$ cat src/verilog/part_pkg.sv
// package for the pwm auto-reload timer: register map, field positions, reset values
// assumes an axi4-lite slave with 32-bit data; 8-bit registers sit in the low byte
// Notes on behaviour
// 8-bit counter increments on prescaled clock
// overflow reloads counter, prescaler untouched
// software reads/writes live counter anytime
// 7-bit prescaler, divide by 2^n
// prescaler input cpu or external clock
// run bit clear freezes prescaler, counter
// reset: zeros, cpu clock selected
// force reload or counter write clears prescaler
// compare shadow loaded from duty at overflow
// output enable drives pwm pin
// common pwm period 256 minus reload
// overflow sets polarity level, compare restores
// software keeps compare above reload value
// overflow sets flag, irq when enabled
// event mode: overflow after 256-reload events
// halt with external clock: freeze, keep counting
// software clears run before halt
// capture edge copies counter, sets flag
// capture blocked until status read
// capture irq while flag and enable
// halt stops pwm and capture, wake stays
// capture events synchronized to counter clock
// status read clears overflow flag
// force reload bit reads zero
// duty ffh gives 0, 00h gives 1
// edge select: 0 falling, 1 rising
// overflow is increment from ffh
package part_pkg;
	// ==========================================
	// register byte addresses
	localparam logic [7:0] PART_DUTY1_ADDR = 8'h00;
	localparam logic [7:0] PART_DUTY0_ADDR = 8'h04;
	localparam logic [7:0] PART_PWM_CONTROL_REG_ADDR = 8'h08;
	localparam logic [7:0] PART_CSR_ADDR = 8'h0c;
	localparam logic [7:0] PART_CAR_ADDR = 8'h10;
	localparam logic [7:0] PART_ARR_ADDR = 8'h14;
	localparam logic [7:0] PART_CAPTURE_CTRL_STATUS_REG_ADDR = 8'h18;
	localparam logic [7:0] PART_ICR0_ADDR = 8'h1c;
	localparam logic [7:0] PART_ICR1_ADDR = 8'h20;
	// ==========================================
	// field positions
	localparam int PART_CSR_EXT_CLOCK_SELECT = 7;
	localparam int PART_CSR_CC = 4;
	localparam int PART_CSR_RUN = 3;
	localparam int PART_CSR_FORCE_RELOAD = 2;
	localparam int PART_CSR_OIE = 1;
	localparam int PART_CSR_OVF = 0;
	localparam int PART_PWM_OE = 4;
	localparam int PART_PWM_OP = 0;
	localparam int PART_IC_CS = 4;
	localparam int PART_IC_CIE = 2;
	localparam int PART_IC_CF = 0;
	// ==========================================
	// values
	localparam logic [7:0] PART_RESET_BYTE = 8'h00;
	localparam logic [6:0] PART_PRESC_RESET = 7'h00;
	localparam logic [7:0] PART_CNT_MAX = 8'hff;
	localparam logic [7:0] PART_DUTY_LOW = 8'hff;
	localparam logic [7:0] PART_DUTY_HIGH = 8'h00;
	localparam logic [1:0] PART_RESP_OKAY = 2'b00;
	localparam logic [1:0] PART_RESP_SLVERR = 2'b10;
	// ==========================================
	// pin groups
	typedef struct packed {
		logic [1:0] o;
		logic [1:0] oe;
	} part_pwm_t;
	typedef struct packed {
		logic ovf_irq;
		logic [1:0] cap_irq;
		logic wake;
	} part_irq_t;
endpackage

$ cat src/verilog/part_timer.sv
// pwm auto-reload timer with axi4-lite register slave
// assumes aclk is the cpu clock; pins come from outside and are synchronised here
//
// Implementation choices: the AXI4-Lite slave port and the register addresses.
`timescale 1ns/10ps
module part_timer (
	// clock and reset
	input wire logic aclk,
	input wire logic aresetn,
	// axi4-lite write
	input wire logic [7:0] s_axi_awaddr,
	input wire logic s_axi_awvalid,
	output logic s_axi_awready,
	input wire logic [31:0] s_axi_wdata,
	input wire logic [3:0] s_axi_wstrb,
	input wire logic s_axi_wvalid,
	output logic s_axi_wready,
	output logic [1:0] s_axi_bresp,
	output logic s_axi_bvalid,
	input wire logic s_axi_bready,
	// axi4-lite read
	input wire logic [7:0] s_axi_araddr,
	input wire logic s_axi_arvalid,
	output logic s_axi_arready,
	output logic [31:0] s_axi_rdata,
	output logic [1:0] s_axi_rresp,
	output logic s_axi_rvalid,
	input wire logic s_axi_rready,
	// pins and system
	input wire logic external_event_clock,
	input wire logic [1:0] capture_input_pin,
	input wire logic halt_mode,
	output part_pkg::part_pwm_t pwm_output_pin,
	output part_pkg::part_irq_t irq
);
	import part_pkg::*;

	// ==========================================
	// registers
	logic [7:0] counter;
	logic [6:0] presc;
	logic [7:0] auto_reload_value;
	logic [7:0] duty_cycle_value [2];
	logic [7:0] compare_shadow [2];
	logic [7:0] capture_value [2];
	logic [1:0] pwm_out_on, pwm_polarity, capture_irq_on, capture_edge_select, capture_flag;
	logic [1:0] pwm_level;
	logic ext_clock_select, counter_run, overflow_irq_on, overflow_flag;
	logic [2:0] prescale_select;
	logic [2:0] ext_sync;
	logic [1:0] cap_s1, cap_s2, cap_prev, cap_pend;

	// ==========================================
	// bus handshake
	logic aw_held, w_held, wr_go, rd_go;
	logic [7:0] aw_q;
	logic [31:0] w_q;
	logic [3:0] ws_q;
	assign s_axi_awready = !aw_held && !s_axi_bvalid;
	assign s_axi_wready = !w_held && !s_axi_bvalid;
	assign s_axi_arready = !s_axi_rvalid;
	assign wr_go = aw_held && w_held && !s_axi_bvalid;
	assign rd_go = s_axi_arvalid && s_axi_arready;

	// capture address and data in either order
	always_ff @(posedge aclk) begin
		if (!aresetn) begin
			aw_held <= 1'b0;
			w_held <= 1'b0;
			aw_q <= 8'h00;
			w_q <= 32'h0;
			ws_q <= 4'h0;
		end else begin
			if (s_axi_awvalid && s_axi_awready) begin
				aw_held <= 1'b1;
				aw_q <= s_axi_awaddr;
			end else if (wr_go) begin
				aw_held <= 1'b0;
			end
			if (s_axi_wvalid && s_axi_wready) begin
				w_held <= 1'b1;
				w_q <= s_axi_wdata;
				ws_q <= s_axi_wstrb;
			end else if (wr_go) begin
				w_held <= 1'b0;
			end
		end
	end

	// write decode
	logic wr_ok, wb;
	logic [7:0] wd;
	assign wb = ws_q[0];
	assign wd = w_q[7:0];
	always_comb begin
		case (aw_q)
			PART_DUTY1_ADDR, PART_DUTY0_ADDR, PART_PWM_CONTROL_REG_ADDR, PART_CSR_ADDR, PART_CAR_ADDR,
			PART_ARR_ADDR, PART_CAPTURE_CTRL_STATUS_REG_ADDR, PART_ICR0_ADDR, PART_ICR1_ADDR: wr_ok = 1'b1;
			default: wr_ok = 1'b0;
		endcase
	end
	logic wr_csr, wr_car, wr_arr, wr_pwm_control_reg, wr_capture_ctrl_status_reg, wr_d0, wr_d1;
	assign wr_csr = wr_go && wb && aw_q == PART_CSR_ADDR;
	assign wr_car = wr_go && wb && aw_q == PART_CAR_ADDR;
	assign wr_arr = wr_go && wb && aw_q == PART_ARR_ADDR;
	assign wr_pwm_control_reg = wr_go && wb && aw_q == PART_PWM_CONTROL_REG_ADDR;
	assign wr_capture_ctrl_status_reg = wr_go && wb && aw_q == PART_CAPTURE_CTRL_STATUS_REG_ADDR;
	assign wr_d0 = wr_go && wb && aw_q == PART_DUTY0_ADDR;
	assign wr_d1 = wr_go && wb && aw_q == PART_DUTY1_ADDR;

	// write response
	always_ff @(posedge aclk) begin
		if (!aresetn) begin
			s_axi_bvalid <= 1'b0;
			s_axi_bresp <= PART_RESP_OKAY;
		end else if (wr_go) begin
			s_axi_bvalid <= 1'b1;
			s_axi_bresp <= wr_ok ? PART_RESP_OKAY : PART_RESP_SLVERR;
		end else if (s_axi_bready) begin
			s_axi_bvalid <= 1'b0;
		end
	end

	// ==========================================
	// control registers
	// frozen in halt when external clock selected
	logic ctl_frz;
	assign ctl_frz = halt_mode && ext_clock_select;
	always_ff @(posedge aclk) begin
		// reset selects cpu clock
		if (!aresetn) begin
			ext_clock_select <= 1'b0;
			prescale_select <= 3'h0;
			counter_run <= 1'b0;
			overflow_irq_on <= 1'b0;
			auto_reload_value <= PART_RESET_BYTE;
			pwm_out_on <= 2'b00;
			pwm_polarity <= 2'b00;
			capture_irq_on <= 2'b00;
			capture_edge_select <= 2'b00;
			duty_cycle_value[0] <= PART_RESET_BYTE;
			duty_cycle_value[1] <= PART_RESET_BYTE;
		end else if (!ctl_frz) begin
			if (wr_csr) begin
				ext_clock_select <= wd[PART_CSR_EXT_CLOCK_SELECT];
				prescale_select <= wd[PART_CSR_CC +: 3];
				counter_run <= wd[PART_CSR_RUN];
				overflow_irq_on <= wd[PART_CSR_OIE];
			end
			if (wr_arr) auto_reload_value <= wd;
			if (wr_pwm_control_reg) begin
				pwm_out_on <= wd[PART_PWM_OE +: 2];
				pwm_polarity <= wd[PART_PWM_OP +: 2];
			end
			if (wr_capture_ctrl_status_reg) begin
				capture_edge_select <= wd[PART_IC_CS +: 2];
				capture_irq_on <= wd[PART_IC_CIE +: 2];
			end
			if (wr_d0) duty_cycle_value[0] <= wd;
			if (wr_d1) duty_cycle_value[1] <= wd;
		end
	end

	// ==========================================
	// clock source and prescaler
	// external clock synchronised, rising edge used
	always_ff @(posedge aclk) begin
		if (!aresetn) ext_sync <= 3'b000;
		else ext_sync <= {ext_sync[1:0], external_event_clock};
	end
	logic in_tick, cnt_tick, force_ld, ovf_ev;
	logic [7:0] presc_ext;
	logic [6:0] tap_mask;
	assign in_tick = ext_clock_select ? (ext_sync[1] && !ext_sync[2]) : 1'b1;
	// tap of 2^n: tick when the low n bits wrap
	assign presc_ext = {1'b0, presc} + 8'h01;
	// low n bits all ones means carry into bit n on this input tick
	assign tap_mask = 7'((8'h01 << prescale_select) - 8'h01);
	assign cnt_tick = counter_run && in_tick && ((presc & tap_mask) == tap_mask);
	// force reload needs run bit with it
	assign force_ld = wr_csr && !ctl_frz && wd[PART_CSR_FORCE_RELOAD] && wd[PART_CSR_RUN];
	// overflow is tick while at ffh
	assign ovf_ev = cnt_tick && counter == PART_CNT_MAX;

	always_ff @(posedge aclk) begin
		if (!aresetn) begin
			presc <= PART_PRESC_RESET;
		// either initialisation clears prescaler
		end else if (force_ld || wr_car) begin
			presc <= PART_PRESC_RESET;
		// frozen when run bit clear
		end else if (counter_run && in_tick) begin
			presc <= presc_ext[6:0];
		end
	end

	// ==========================================
	// counter
	always_ff @(posedge aclk) begin
		if (!aresetn) begin
			counter <= PART_RESET_BYTE;
		// write on the fly
		end else if (wr_car) begin
			counter <= wd;
		end else if (force_ld) begin
			counter <= auto_reload_value;
		// reload, prescaler keeps running
		end else if (ovf_ev) begin
			counter <= auto_reload_value;
		// increment on prescaled tick
		end else if (cnt_tick) begin
			counter <= counter + 8'h01;
		end
	end

	// ==========================================
	// overflow flag, read clear
	logic rd_csr, rd_capture_ctrl_status_reg;
	assign rd_csr = rd_go && s_axi_araddr == PART_CSR_ADDR;
	assign rd_capture_ctrl_status_reg = rd_go && s_axi_araddr == PART_CAPTURE_CTRL_STATUS_REG_ADDR;
	always_ff @(posedge aclk) begin
		if (!aresetn) overflow_flag <= 1'b0;
		// set on each overflow, set wins
		else if (ovf_ev) overflow_flag <= 1'b1;
		// cleared by status read
		else if (rd_csr) overflow_flag <= 1'b0;
	end

	// ==========================================
	// pwm channels and capture channels
	logic [1:0] cap_fire;
	genvar g;
	generate
		for (g = 0; g < 2; g++) begin : g_ch
			// shadow loaded only at overflow
			always_ff @(posedge aclk) begin
				if (!aresetn) compare_shadow[g] <= PART_RESET_BYTE;
				else if (ovf_ev && !halt_mode) compare_shadow[g] <= duty_cycle_value[g];
			end
			// level set at overflow, cleared at compare
			always_ff @(posedge aclk) begin
				if (!aresetn) pwm_level[g] <= 1'b0;
				else if (halt_mode) pwm_level[g] <= pwm_level[g];
				else if (ovf_ev) pwm_level[g] <= 1'b1;
				else if (cnt_tick && counter + 8'h01 == compare_shadow[g]) pwm_level[g] <= 1'b0;
			end
			// enable, duty extremes, polarity
			always_ff @(posedge aclk) begin
				if (!aresetn) begin
					pwm_output_pin.o[g] <= 1'b0;
					pwm_output_pin.oe[g] <= 1'b0;
				end else begin
					pwm_output_pin.oe[g] <= pwm_out_on[g];
					if (compare_shadow[g] == PART_DUTY_LOW) pwm_output_pin.o[g] <= 1'b0;
					else if (compare_shadow[g] == PART_DUTY_HIGH) pwm_output_pin.o[g] <= 1'b1;
					else pwm_output_pin.o[g] <= pwm_level[g] ^ pwm_polarity[g];
				end
			end
			// pin synchroniser and edge history
			always_ff @(posedge aclk) begin
				if (!aresetn) begin
					cap_s1[g] <= 1'b0;
					cap_s2[g] <= 1'b0;
					cap_prev[g] <= 1'b0;
				end else begin
					cap_s1[g] <= capture_input_pin[g];
					cap_s2[g] <= cap_s1[g];
					cap_prev[g] <= cap_s2[g];
				end
			end
			// edge choice; held until counter tick or halt
			always_ff @(posedge aclk) begin
				if (!aresetn) cap_pend[g] <= 1'b0;
				else if ((capture_edge_select[g] ? (cap_s2[g] && !cap_prev[g]) : (!cap_s2[g] && cap_prev[g])))
					cap_pend[g] <= 1'b1;
				else if (cnt_tick || halt_mode) cap_pend[g] <= 1'b0;
			end
			assign cap_fire[g] = cap_pend[g] && (cnt_tick || halt_mode);
			// latch when free and not halted
			always_ff @(posedge aclk) begin
				if (!aresetn) capture_value[g] <= PART_RESET_BYTE;
				else if (cap_fire[g] && !capture_flag[g] && !halt_mode) capture_value[g] <= counter;
			end
			always_ff @(posedge aclk) begin
				if (!aresetn) capture_flag[g] <= 1'b0;
				else if (cap_fire[g]) capture_flag[g] <= 1'b1;
				else if (rd_capture_ctrl_status_reg) capture_flag[g] <= 1'b0;
			end
		end
	endgenerate

	// ==========================================
	// interrupt requests
	always_comb begin
		irq.ovf_irq = overflow_flag && overflow_irq_on;
		// level while flag and enable
		irq.cap_irq = capture_flag & capture_irq_on;
		// wake from halt
		irq.wake = halt_mode && (irq.ovf_irq || (|irq.cap_irq));
	end

	// ==========================================
	// read path
	logic [7:0] rbyte;
	logic rd_ok;
	always_comb begin
		rd_ok = 1'b1;
		case (s_axi_araddr)
			PART_DUTY1_ADDR: rbyte = duty_cycle_value[1];
			PART_DUTY0_ADDR: rbyte = duty_cycle_value[0];
			PART_PWM_CONTROL_REG_ADDR: rbyte = {2'b00, pwm_out_on, 2'b00, pwm_polarity};
			// force reload reads zero
			PART_CSR_ADDR: rbyte = {ext_clock_select, prescale_select, counter_run, 1'b0,
				overflow_irq_on, overflow_flag};
			PART_CAR_ADDR: rbyte = counter;
			PART_ARR_ADDR: rbyte = auto_reload_value;
			PART_CAPTURE_CTRL_STATUS_REG_ADDR: rbyte = {2'b00, capture_edge_select, capture_irq_on, capture_flag};
			PART_ICR0_ADDR: rbyte = capture_value[0];
			PART_ICR1_ADDR: rbyte = capture_value[1];
			default: begin
				rbyte = 8'h00;
				rd_ok = 1'b0;
			end
		endcase
	end
	always_ff @(posedge aclk) begin
		if (!aresetn) begin
			s_axi_rvalid <= 1'b0;
			s_axi_rdata <= 32'h0;
			s_axi_rresp <= PART_RESP_OKAY;
		end else if (rd_go) begin
			s_axi_rvalid <= 1'b1;
			s_axi_rdata <= {24'h000000, rbyte};
			s_axi_rresp <= rd_ok ? PART_RESP_OKAY : PART_RESP_SLVERR;
		end else if (s_axi_rready) begin
			s_axi_rvalid <= 1'b0;
		end
	end
endmodule

$ cat config.mk
export PLATFORM = sky130hd
export DESIGN_NAME = part_timer
export DESIGN_NICKNAME = d
export VERILOG_FILES = /design/src/verilog/part_pkg.sv /design/src/verilog/part_timer.sv
export SDC_FILE = /design/constraint.sdc
export NUM_CORES = 1
export LEC_CHECK = 0
export BUFFER_PORTS_ARGS = -buffer_cell sky130_fd_sc_hd__buf_2
export CORE_AREA = 3 3 109 111
export CTS_BUF_LIST = sky130_fd_sc_hd__clkbuf_4 sky130_fd_sc_hd__clkbuf_8
export DETAILED_ROUTE_END_ITERATION = 10
export DIE_AREA = 0 0 112 114
export PLACE_DENSITY = 0.83
export SLEW_MARGIN = 20
export SYNTH_ARGS = -nofsm -noshare
export SYNTH_HDL_FRONTEND = slang
export SYNTH_SLANG_ARGS = --single-unit
$ cat constraint.sdc
create_clock -name aclk -period 6.87 [get_ports aclk]
set_clock_uncertainty 0.1 [all_clocks]
set_input_delay 1.374 -clock aclk [delete_from_list [all_inputs] [get_ports aclk]]
set_output_delay 1.374 -clock aclk [all_outputs]
set_load 0.03 [all_outputs]
==> results of run 1 <==
-- layout make-up --
type / count / area share
flip-flops and latches: 136 / 0.4377
repair buffers: 62 / 0.04377
well taps: 140 / 0.02394
clock buffers: 21 / 0.03607
inverters: 8 / 0.004103
clock inverters: 11 / 0.02428
multi-input cells: 502 / 0.4302
-- Yosys cell counts (8+ instances only) --
library cell | number | area share
sky130_fd_sc_hd__edfxtp_1 | 48 | 0.22
sky130_fd_sc_hd__nand3_1 | 15 | 0.011
sky130_fd_sc_hd__xnor2_1 | 20 | 0.026
sky130_fd_sc_hd__mux2i_1 | 33 | 0.050
sky130_fd_sc_hd__nand2_1 | 68 | 0.039
sky130_fd_sc_hd__inv_1 | 8 | 0.0045
sky130_fd_sc_hd__a21oi_1 | 39 | 0.030
sky130_fd_sc_hd__nor3_1 | 12 | 0.0091
sky130_fd_sc_hd__o21ai_0 | 31 | 0.023
sky130_fd_sc_hd__dfxtp_1 | 88 | 0.27
sky130_fd_sc_hd__nand2b_1 | 11 | 0.010
sky130_fd_sc_hd__nand4_1 | 12 | 0.011
sky130_fd_sc_hd__nor2_1 | 61 | 0.035
sky130_fd_sc_hd__nor4_1 | 8 | 0.0076
sky130_fd_sc_hd__xor2_1 | 12 | 0.016
sky130_fd_sc_hd__and2_1 | 57 | 0.054
sky130_fd_sc_hd__clkbuf_1 | 22 | 0.012
sky130_fd_sc_hd__buf_4 | 26 | 0.030
-- final timing paths --
path,depth (start not counted),slack [ps],startpoint,endpoint
worst max-delay path,6,3260,aresetn,capture_value[1][0]$_SDFFCE_PN0P_
worst min-delay path,1,340,cap_s1[0]$_SDFF_PN0_,cap_s2[0]$_SDFF_PN0_
worst max register to register,7,3810,counter[0]$_SDFFE_PN0P_,pwm_level[0]$_SDFFE_PN0P_
worst min register to register,1,340,cap_s1[0]$_SDFF_PN0_,cap_s2[0]$_SDFF_PN0_
-- cells by family (layout without fill, tap and decap cells) --
kind of cell    Yosys count  in the layout  synth area share
mux                      44             44           0.07889
flops                   136            136            0.4843
simple gates            288            288            0.2350
buf+inv                  64            102           0.05392
other cells               1             26         0.0005670
fa+ha+maj                 2              2          0.003783
compound gates          110            110            0.1012
xor+xnor                 32             32           0.04238
-- cell usage in the layout, fill, tap and decap left out, types with 12 or more instances in the layout --
cell type / count
sky130_fd_sc_hd__dfxtp_1: 88
sky130_fd_sc_hd__nand2_1: 68
sky130_fd_sc_hd__nor2_1: 61
sky130_fd_sc_hd__buf_2: 58
sky130_fd_sc_hd__and2_1: 57
sky130_fd_sc_hd__edfxtp_1: 48
sky130_fd_sc_hd__a21oi_1: 39
sky130_fd_sc_hd__mux2i_1: 33
sky130_fd_sc_hd__o21ai_0: 29
sky130_fd_sc_hd__conb_1: 26
sky130_fd_sc_hd__xnor2_1: 20
sky130_fd_sc_hd__clkbuf_8: 17
sky130_fd_sc_hd__nand3_1: 15
sky130_fd_sc_hd__nor3_1: 12
sky130_fd_sc_hd__nand4_1: 12
sky130_fd_sc_hd__xor2_1: 12
-- sequential cells by signal, indices dropped and copies added (netlist names), 2 cells and up --
register / flops
capture_value: 16
compare_shadow: 16
duty_cycle_value: 16
auto_reload_value: 8
aw_q: 8
counter: 8
s_axi_rdata: 8
w_q: 8
presc: 7
pwm_output_pin: 4
ext_sync: 3
prescale_select: 3
cap_pend: 2
cap_prev: 2
cap_s1: 2
cap_s2: 2
capture_edge_select: 2
capture_flag: 2
capture_irq_on: 2
pwm_level: 2
pwm_out_on: 2
pwm_polarity: 2
-- layer usage --
layer,part of all wire,up-vias,global-route usage
met5,0,-,0
met4,0.033,0,0.1194
met3,0.082,46,0.06101
met2,0.47,244,0.4085
met1,0.41,2469,0.3348
li1,-,2449,-
-- per-stage QoR --
stage | cell area (sq um) | total power, mW | util
global placement | 6877 | 1.019 | 0.6316
floorplan | 6708 | 0.9965 | -
detailed placement | 6877 | 1.023 | 0.6316
global route | 7318 | 1.801 | 0.6721
CTS | 7318 | 1.750 | 0.6721
finish | 7318 | 1.742 | 0.6721
-- power by group through the flow --
| stage | Sequential [mW] | Clock (mW) | Combinational, mW |
|---|---|---|---|
| after global placement | 0.898 | 0 | 0.121 |
| final | 0.882 | 0.736 | 0.125 |
| after global routing | 0.884 | 0.779 | 0.137 |
| after CTS | 0.881 | 0.744 | 0.125 |
| after detailed placement | 0.899 | 0 | 0.124 |
| after floorplan | 0.890 | 0 | 0.106 |
==> load_flow_metrics.sql, run 1 <==
INSERT INTO impl_metrics (metric_group, metric, value, unit) VALUES
('status', 'status', 'finished, final reports clean', ''),
('finish', 'seq_area', '3203', 'sq um'),
('timing', 'setup_violations', '0', ''),
('pwr', 'p_seq_frac', '0.506', ''),
('finish', 'multi_input_comb_area', '3148', 'sq um'),
('die', 'initial_core_util', '0.6074', ''),
('pwr', 'power.internal', '1.339', 'mW'),
('placement', 'place_inst', '848', ''),
('setup_path', 'critical_path.slowest_cell', 'sky130_fd_sc_hd__or4_4', ''),
('timing', 'timing.max_slew.rel_slack', '0.4643', ''),
('timing', 'shortest_period_the_worst_path_allows', '3614', 'ps'),
('global_routing', 'grt_use_total', '0.2569', ''),
('drt', 'vias_after_detailed_routing', '5208', ''),
('setup_path', 'type_of_the_setup_path_with_the_least_slack', 'input pin to flip-flop', ''),
('clock_network', 'clk_root_buffer_cell', 'sky130_fd_sc_hd__clkbuf_8', ''),
('die', 'die_width', '112', 'microns'),
('clock_network', 'cts_max_path_buffers', '2', ''),
('finish', 'final_net_count', '792', ''),
('logic_synthesis', 'netlist_instances', '677', ''),
('global_routing', 'global_route_wire_length_before_repair', '25.25', 'mm'),
('drt', 'drt-total-wl', '16.06', 'mm'),
('timing', 'timing.final.crit_share', '0.5260', ''),
('clock_network', 'clock_sink_count', '136', ''),
('pwr', 'power.density_cell_area', '238.1', 'nW/um^2'),
('timing', 'final-hold-violation-count', '0', ''),
('die', 'floorplan.io_pins', '112', ''),
('logic_synthesis', 'flop_and_latch_count_out_of_synthesis', '136', ''),
('setup_path', 'timing.critical_path.fanout_max', '34', ''),
('drt', 'antenna_violating_nets_post_route', '0', ''),
('clock_network', 'tritoncts', 'done', ''),
('clock_network', 'cts_repair_resize_count', '0', ''),
('logic_synthesis', 'synth_sequential_area_ratio', '0.4843', ''),
('placement', 'port_buffers', '58', ''),
('flow_run', 'timing.max_cap.violations', '0', ''),
('drt', 'drc', '0', ''),
('die', 'fp.coreArea', '10890', 'sq um'),
('finish', 'final.fill_count', '863', ''),
('die', 'die_h', '114', 'microns'),
('drt', 'wire_per_inst', '18.25', 'microns'),
('pwr', 'leakagePower', '2.768', 'nW'),
('logic_synthesis', 'synth_cell_type_count', '64', ''),
('die', 'area_of_the_die', '12770', 'sq um'),
('setup_path', 'critPathLaunchType', 'input pin', ''),
('pwr', 'power.share.clock', '0.422', ''),
('setup_path', 'cp_data_arrival_time', '3830', 'ps'),
('drt', 'vias_per_cell', '5.918', ''),
('clock_network', 'clk-insertion-delay-late', '450', 'ps'),
('logic_synthesis', 'synth_async_sr_flop_share', '0', ''),
('clock_network', 'clock_transition_at_path_regs', '70', 'ps'),
('setup_path', 'end_kind', 'flip-flop', ''),
('clock_network', 'hold_buffers', '0', ''),
('global_routing', 'grt_antenna_before_repair', '0', ''),
('pwr', 'vdd.ir_drop.worst', '0.0002355', 'V'),
('clock_network', 'cts-htree-levels', '4', ''),
('logic_synthesis', 'synth_edf_count', '48', ''),
('finish', 'diodes', '0', ''),
('pwr', 'netSwitchingPower', '403.4', 'uW'),
('timing', 'maximum_operating_frequency', '276.7', 'MHz'),
('global_routing', 'global_route.overflow_total', '0', ''),
('drt', 'firstDrtPassIters', '5', ''),
('global_routing', 'grt_max_degree', '35', ''),
('timing', 'worst_slack', '3256', 'ps'),
('global_routing', 'vias_in_the_first_global_route', '4846', ''),
('placement', 'gp_congestion', '0.9195', ''),
('placement', 'dp_slack', '2791', 'ps'),
('timing', 'grt_setup_unrepaired', 'no', ''),
('setup_path', 'path_buf_inv', '3', ''),
('finish', 'ratio_of_cells_with_drive_above_1_in_the_final_layout', '0.1581', ''),
('setup_path', 'crit_chain', 'buf_2 -> inv_1 -> buf_4 -> or4_4 -> nor2_2 -> and2_1', ''),
('placement', 'hpwl', '11.90', 'mm'),
('drt', 'first_iter_violations', '450', '');
Note: power is estimated with default switching activity, not from simulation.
==> run 2, diff against run 1 <==
Settings changed: CORE_AREA 3 3 109 111 to 3 3 111 113, DIE_AREA 0 0 112 114 to 0 0 114 116, PLACE_DENSITY 0.83 to 0.8.
Clock period 6.87 ns to 3.5 ns, I/O delays scaled along.
==> load_flow_metrics.sql, run 2 (synthesis results as in run 1) <==
INSERT INTO impl_metrics (metric_group, metric, value, unit) VALUES
('status', 'status', 'finished, final reports clean', ''),
('timing', 'fin_hold_ws', '329.7', 'ps'),
('min_path', 'min_to', 's_axi_rvalid$_SDFFE_PN0P_', ''),
('global_routing', 'vias_in_the_first_global_route', '4846', ''),
('setup_path', 'crit_chain', 'ha_1 -> xor2_1 -> xnor2_1 -> nand4_1 -> or4_1 -> o41ai_1 -> a21oi_1', ''),
('setup_path', 'r2r_end', 'pwm_level[0]$_SDFFE_PN0P_', ''),
('timing', 'report.final.slew_viol_count', '0', ''),
('setup_path', 'path_delay_family', 'simple AND/OR/NAND/NOR gates', ''),
('clock_network', 'cts_max_path_buffers', '2', ''),
('timing', 'slew_at_the_pin_with_the_worst_max_slew_slack', '674.6', 'ps'),
('clock_network', 'cts_inserted_buffers', '17', ''),
('timing', 'setup_violations', '0', ''),
('setup_path', 'timing.critical_path.fanout_max', '9', ''),
('setup_path', 'critical_path_required', '3740', 'ps'),
('drt', 'firstDrtPassIters', '5', ''),
('finish', 'area_growth_syn_to_layout', '12.50', '%'),
('clock_network', 'clk-insertion-delay-late', '450', 'ps'),
('pwr', 'leakagePower', '2.835', 'nW'),
('die', 'floorplan.io_pins', '112', ''),
('clock_network', 'cts-htree-levels', '4', ''),
('placement', 'place_inst', '861', ''),
('global_routing', 'grt_antenna_before_repair', '0', ''),
('timing', 'final-hold-violation-count', '0', ''),
('pwr', 'finalPower', '3.568', 'mW'),
('finish', 'ratio_of_cells_with_drive_above_1_in_the_final_layout', '0.1720', ''),
('timing', 'shortest_period_the_worst_path_allows', '2724', 'ps'),
('drt', 'vias_after_detailed_routing', '5278', ''),
('finish', 'layoutNonFillerInstCount', '893', ''),
('setup_path', 'worst_path_largest_cell_delay', '580', 'ps'),
('global_routing', 'global_route.overflow_total', '0', ''),
('timing', 'maximum_operating_frequency', '367.1', 'MHz'),
('timing', 'setup-tns-final', '0', 'ps'),
('clock_network', 'hold_buffers', '0', ''),
('finish', 'layout.cells.most_common_list', 'sky130_fd_sc_hd__dfxtp_1, sky130_fd_sc_hd__nand2_1, sky130_fd_sc_hd__nor2_1, sky130_fd_sc_hd__buf_2, sky130_fd_sc_hd__and2_1', ''),
('setup_path', 'timing.reg2reg.setup_slack', '780', 'ps'),
('setup_path', 'r2r-start', 'counter[1]$_SDFFE_PN0P_', ''),
('timing', 'grt_setup_unrepaired', 'no', ''),
('drt', 'drc', '0', ''),
('die', 'die_width', '114', 'microns'),
('drt', 'antenna_violating_nets_post_route', '0', ''),
('clock_network', 'clock_sink_count', '136', ''),
('min_path', 'worst_hold_startpoint', 's_axi_rready', ''),
('flow_run', 'timing.max_cap.violations', '0', ''),
('global_routing', 'global_route_wire_length_before_repair', '26.46', 'mm'),
('finish', 'layout_commonest_cell', 'sky130_fd_sc_hd__dfxtp_1', ''),
('clock_network', 'tritoncts', 'done', ''),
('setup_path', 'worst_setup_path_startpoint', 'counter[1]$_SDFFE_PN0P_', ''),
('min_path', 'min_path_type', 'input pin to flip-flop', ''),
('die', 'fp.coreArea', '11420', 'sq um'),
('setup_path', 'critical_path.slowest_cell', 'sky130_fd_sc_hd__dfxtp_1', ''),
('global_routing', 'grt_max_degree', '30', ''),
('die', 'rows', '39', ''),
('die', 'die_h', '116', 'microns'),
('die', 'initial_core_util', '0.5792', ''),
('setup_path', 'end_kind', 'flip-flop', ''),
('drt', 'first_iter_violations', '535', ''),
('finish', 'final_net_count', '802', ''),
('setup_path', 'critPathLaunchType', 'flip-flop', ''),
('pwr', 'power.density_cell_area', '479.5', 'nW/um^2'),
('timing', 'timing.max_slew.rel_slack', '0.5483', ''),
('global_routing', 'grt_use_total', '0.2641', ''),
('pwr', 'vdd.ir_drop.worst', '0.0004211', 'V'),
('drt', 'drt-total-wl', '16.99', 'mm'),
('placement', 'port_buffers', '58', ''),
('die', 'area_of_the_die', '13220', 'sq um'),
('timing', 'timing.final.crit_share', '0.7782', ''),
('clock_network', 'clock_transition_at_path_regs', '80', 'ps'),
('setup_path', 'type_of_the_setup_path_with_the_least_slack', 'flip-flop to flip-flop', ''),
('placement', 'hpwl', '12.47', 'mm'),
('setup_path', 'r2r.worst_path.cells', '7', ''),
('finish', 'diodes', '0', ''),
('clock_network', 'post_cts_buffers', '0', ''),
('drt', 'wire_per_inst', '19.03', 'microns'),
('drt', 'vias_per_cell', '5.910', ''),
('setup_path', 'cp_data_arrival_time', '2960', 'ps'),
('clock_network', 'cts_repair_resize_count', '0', ''),
('min_path', 'min_path_cells', '2', ''),
('finish', 'reg.largest.list', 'capture_value: 16 flops, compare_shadow: 16 flops, duty_cycle_value: 16 flops', ''),
('setup_path', 'path_buf_inv', '0', ''),
('clock_network', 'clk_root_buffer_cell', 'sky130_fd_sc_hd__clkbuf_8', ''),
('placement', 'gp_congestion', '0.9453', '');
-- run 2: cell types whose count changed in the layout (fill, tap and decap cells not counted), sizes merged --
cell / previous run / this run
buf: 62 / 72
bufinv: 5 / 6
clkbuf: 21 / 20
clkinv: 6 / 5
inv: 8 / 9
-- run 2: worst reg2reg max path, stage by stage, from the launching register on --
cell                      delay, ps
sky130_fd_sc_hd__dfxtp_1        580
sky130_fd_sc_hd__ha_1           370
sky130_fd_sc_hd__xor2_1         310
sky130_fd_sc_hd__xnor2_1        160
sky130_fd_sc_hd__nand4_1        100
sky130_fd_sc_hd__or4_1          530
sky130_fd_sc_hd__o41ai_1        360
sky130_fd_sc_hd__a21oi_1        110
-- run 2: area by class of cell --
| class | instances | area (sq um) |
|---|---|---|
| clock buffer | 20 | 262.8 |
| clock inverter | 12 | 222.7 |
| fill | 927 | 3978 |
| inverter | 8 | 30.03 |
| multi-input combinational | 502 | 3148 |
| sequential | 136 | 3203 |
| tap | 143 | 178.9 |
| timing repair buffer | 72 | 395.4 |
-- run 2: how the worst max path moves through the flow --
stage	endpoint	slack, ps	depth (start not counted)
2_1_floorplan	duty_cycle_value[0][0]$_DFFE_PP_	1110	4
3_3_place_gp	pwm_level[0]$_SDFFE_PN0P_	820	7
3_5_place_dp	pwm_level[0]$_SDFFE_PN0P_	800	7
4_1_cts	pwm_level[0]$_SDFFE_PN0P_	790	7
5_1_grt	pwm_level[0]$_SDFFE_PN0P_	620	7
6_report	pwm_level[0]$_SDFFE_PN0P_	780	7
-- run 2: metal layers --
| layer | GRT usage | wire, microns |
|---|---|---|
| met1 | 0.3614 | 7160 |
| met5 | 0 | 0 |
| met3 | 0.07206 | 1666 |
| met4 | 0.1085 | 489 |
| met2 | 0.3985 | 7675 |
-- run 2: power by group --
part | leakage [nW] | internal [mW] | switching, mW
clock | 0.248 | 0.956 | 0.625
sequential | 1.20 | 1.68 | 0.0542
combinational | 1.39 | 0.0835 | 0.171
-- run 2: metrics by stage --
step	setup WS [ps]	area [sq um]	utilization
5_1_grt	618.8	7441	0.6517
2_1_floorplan	1114	6708	-
6_report	776.2	7441	0.6517
3_3_place_gp	822.7	6955	0.6091
3_5_place_dp	801.7	6955	0.6091
4_1_cts	793.2	7441	0.6517
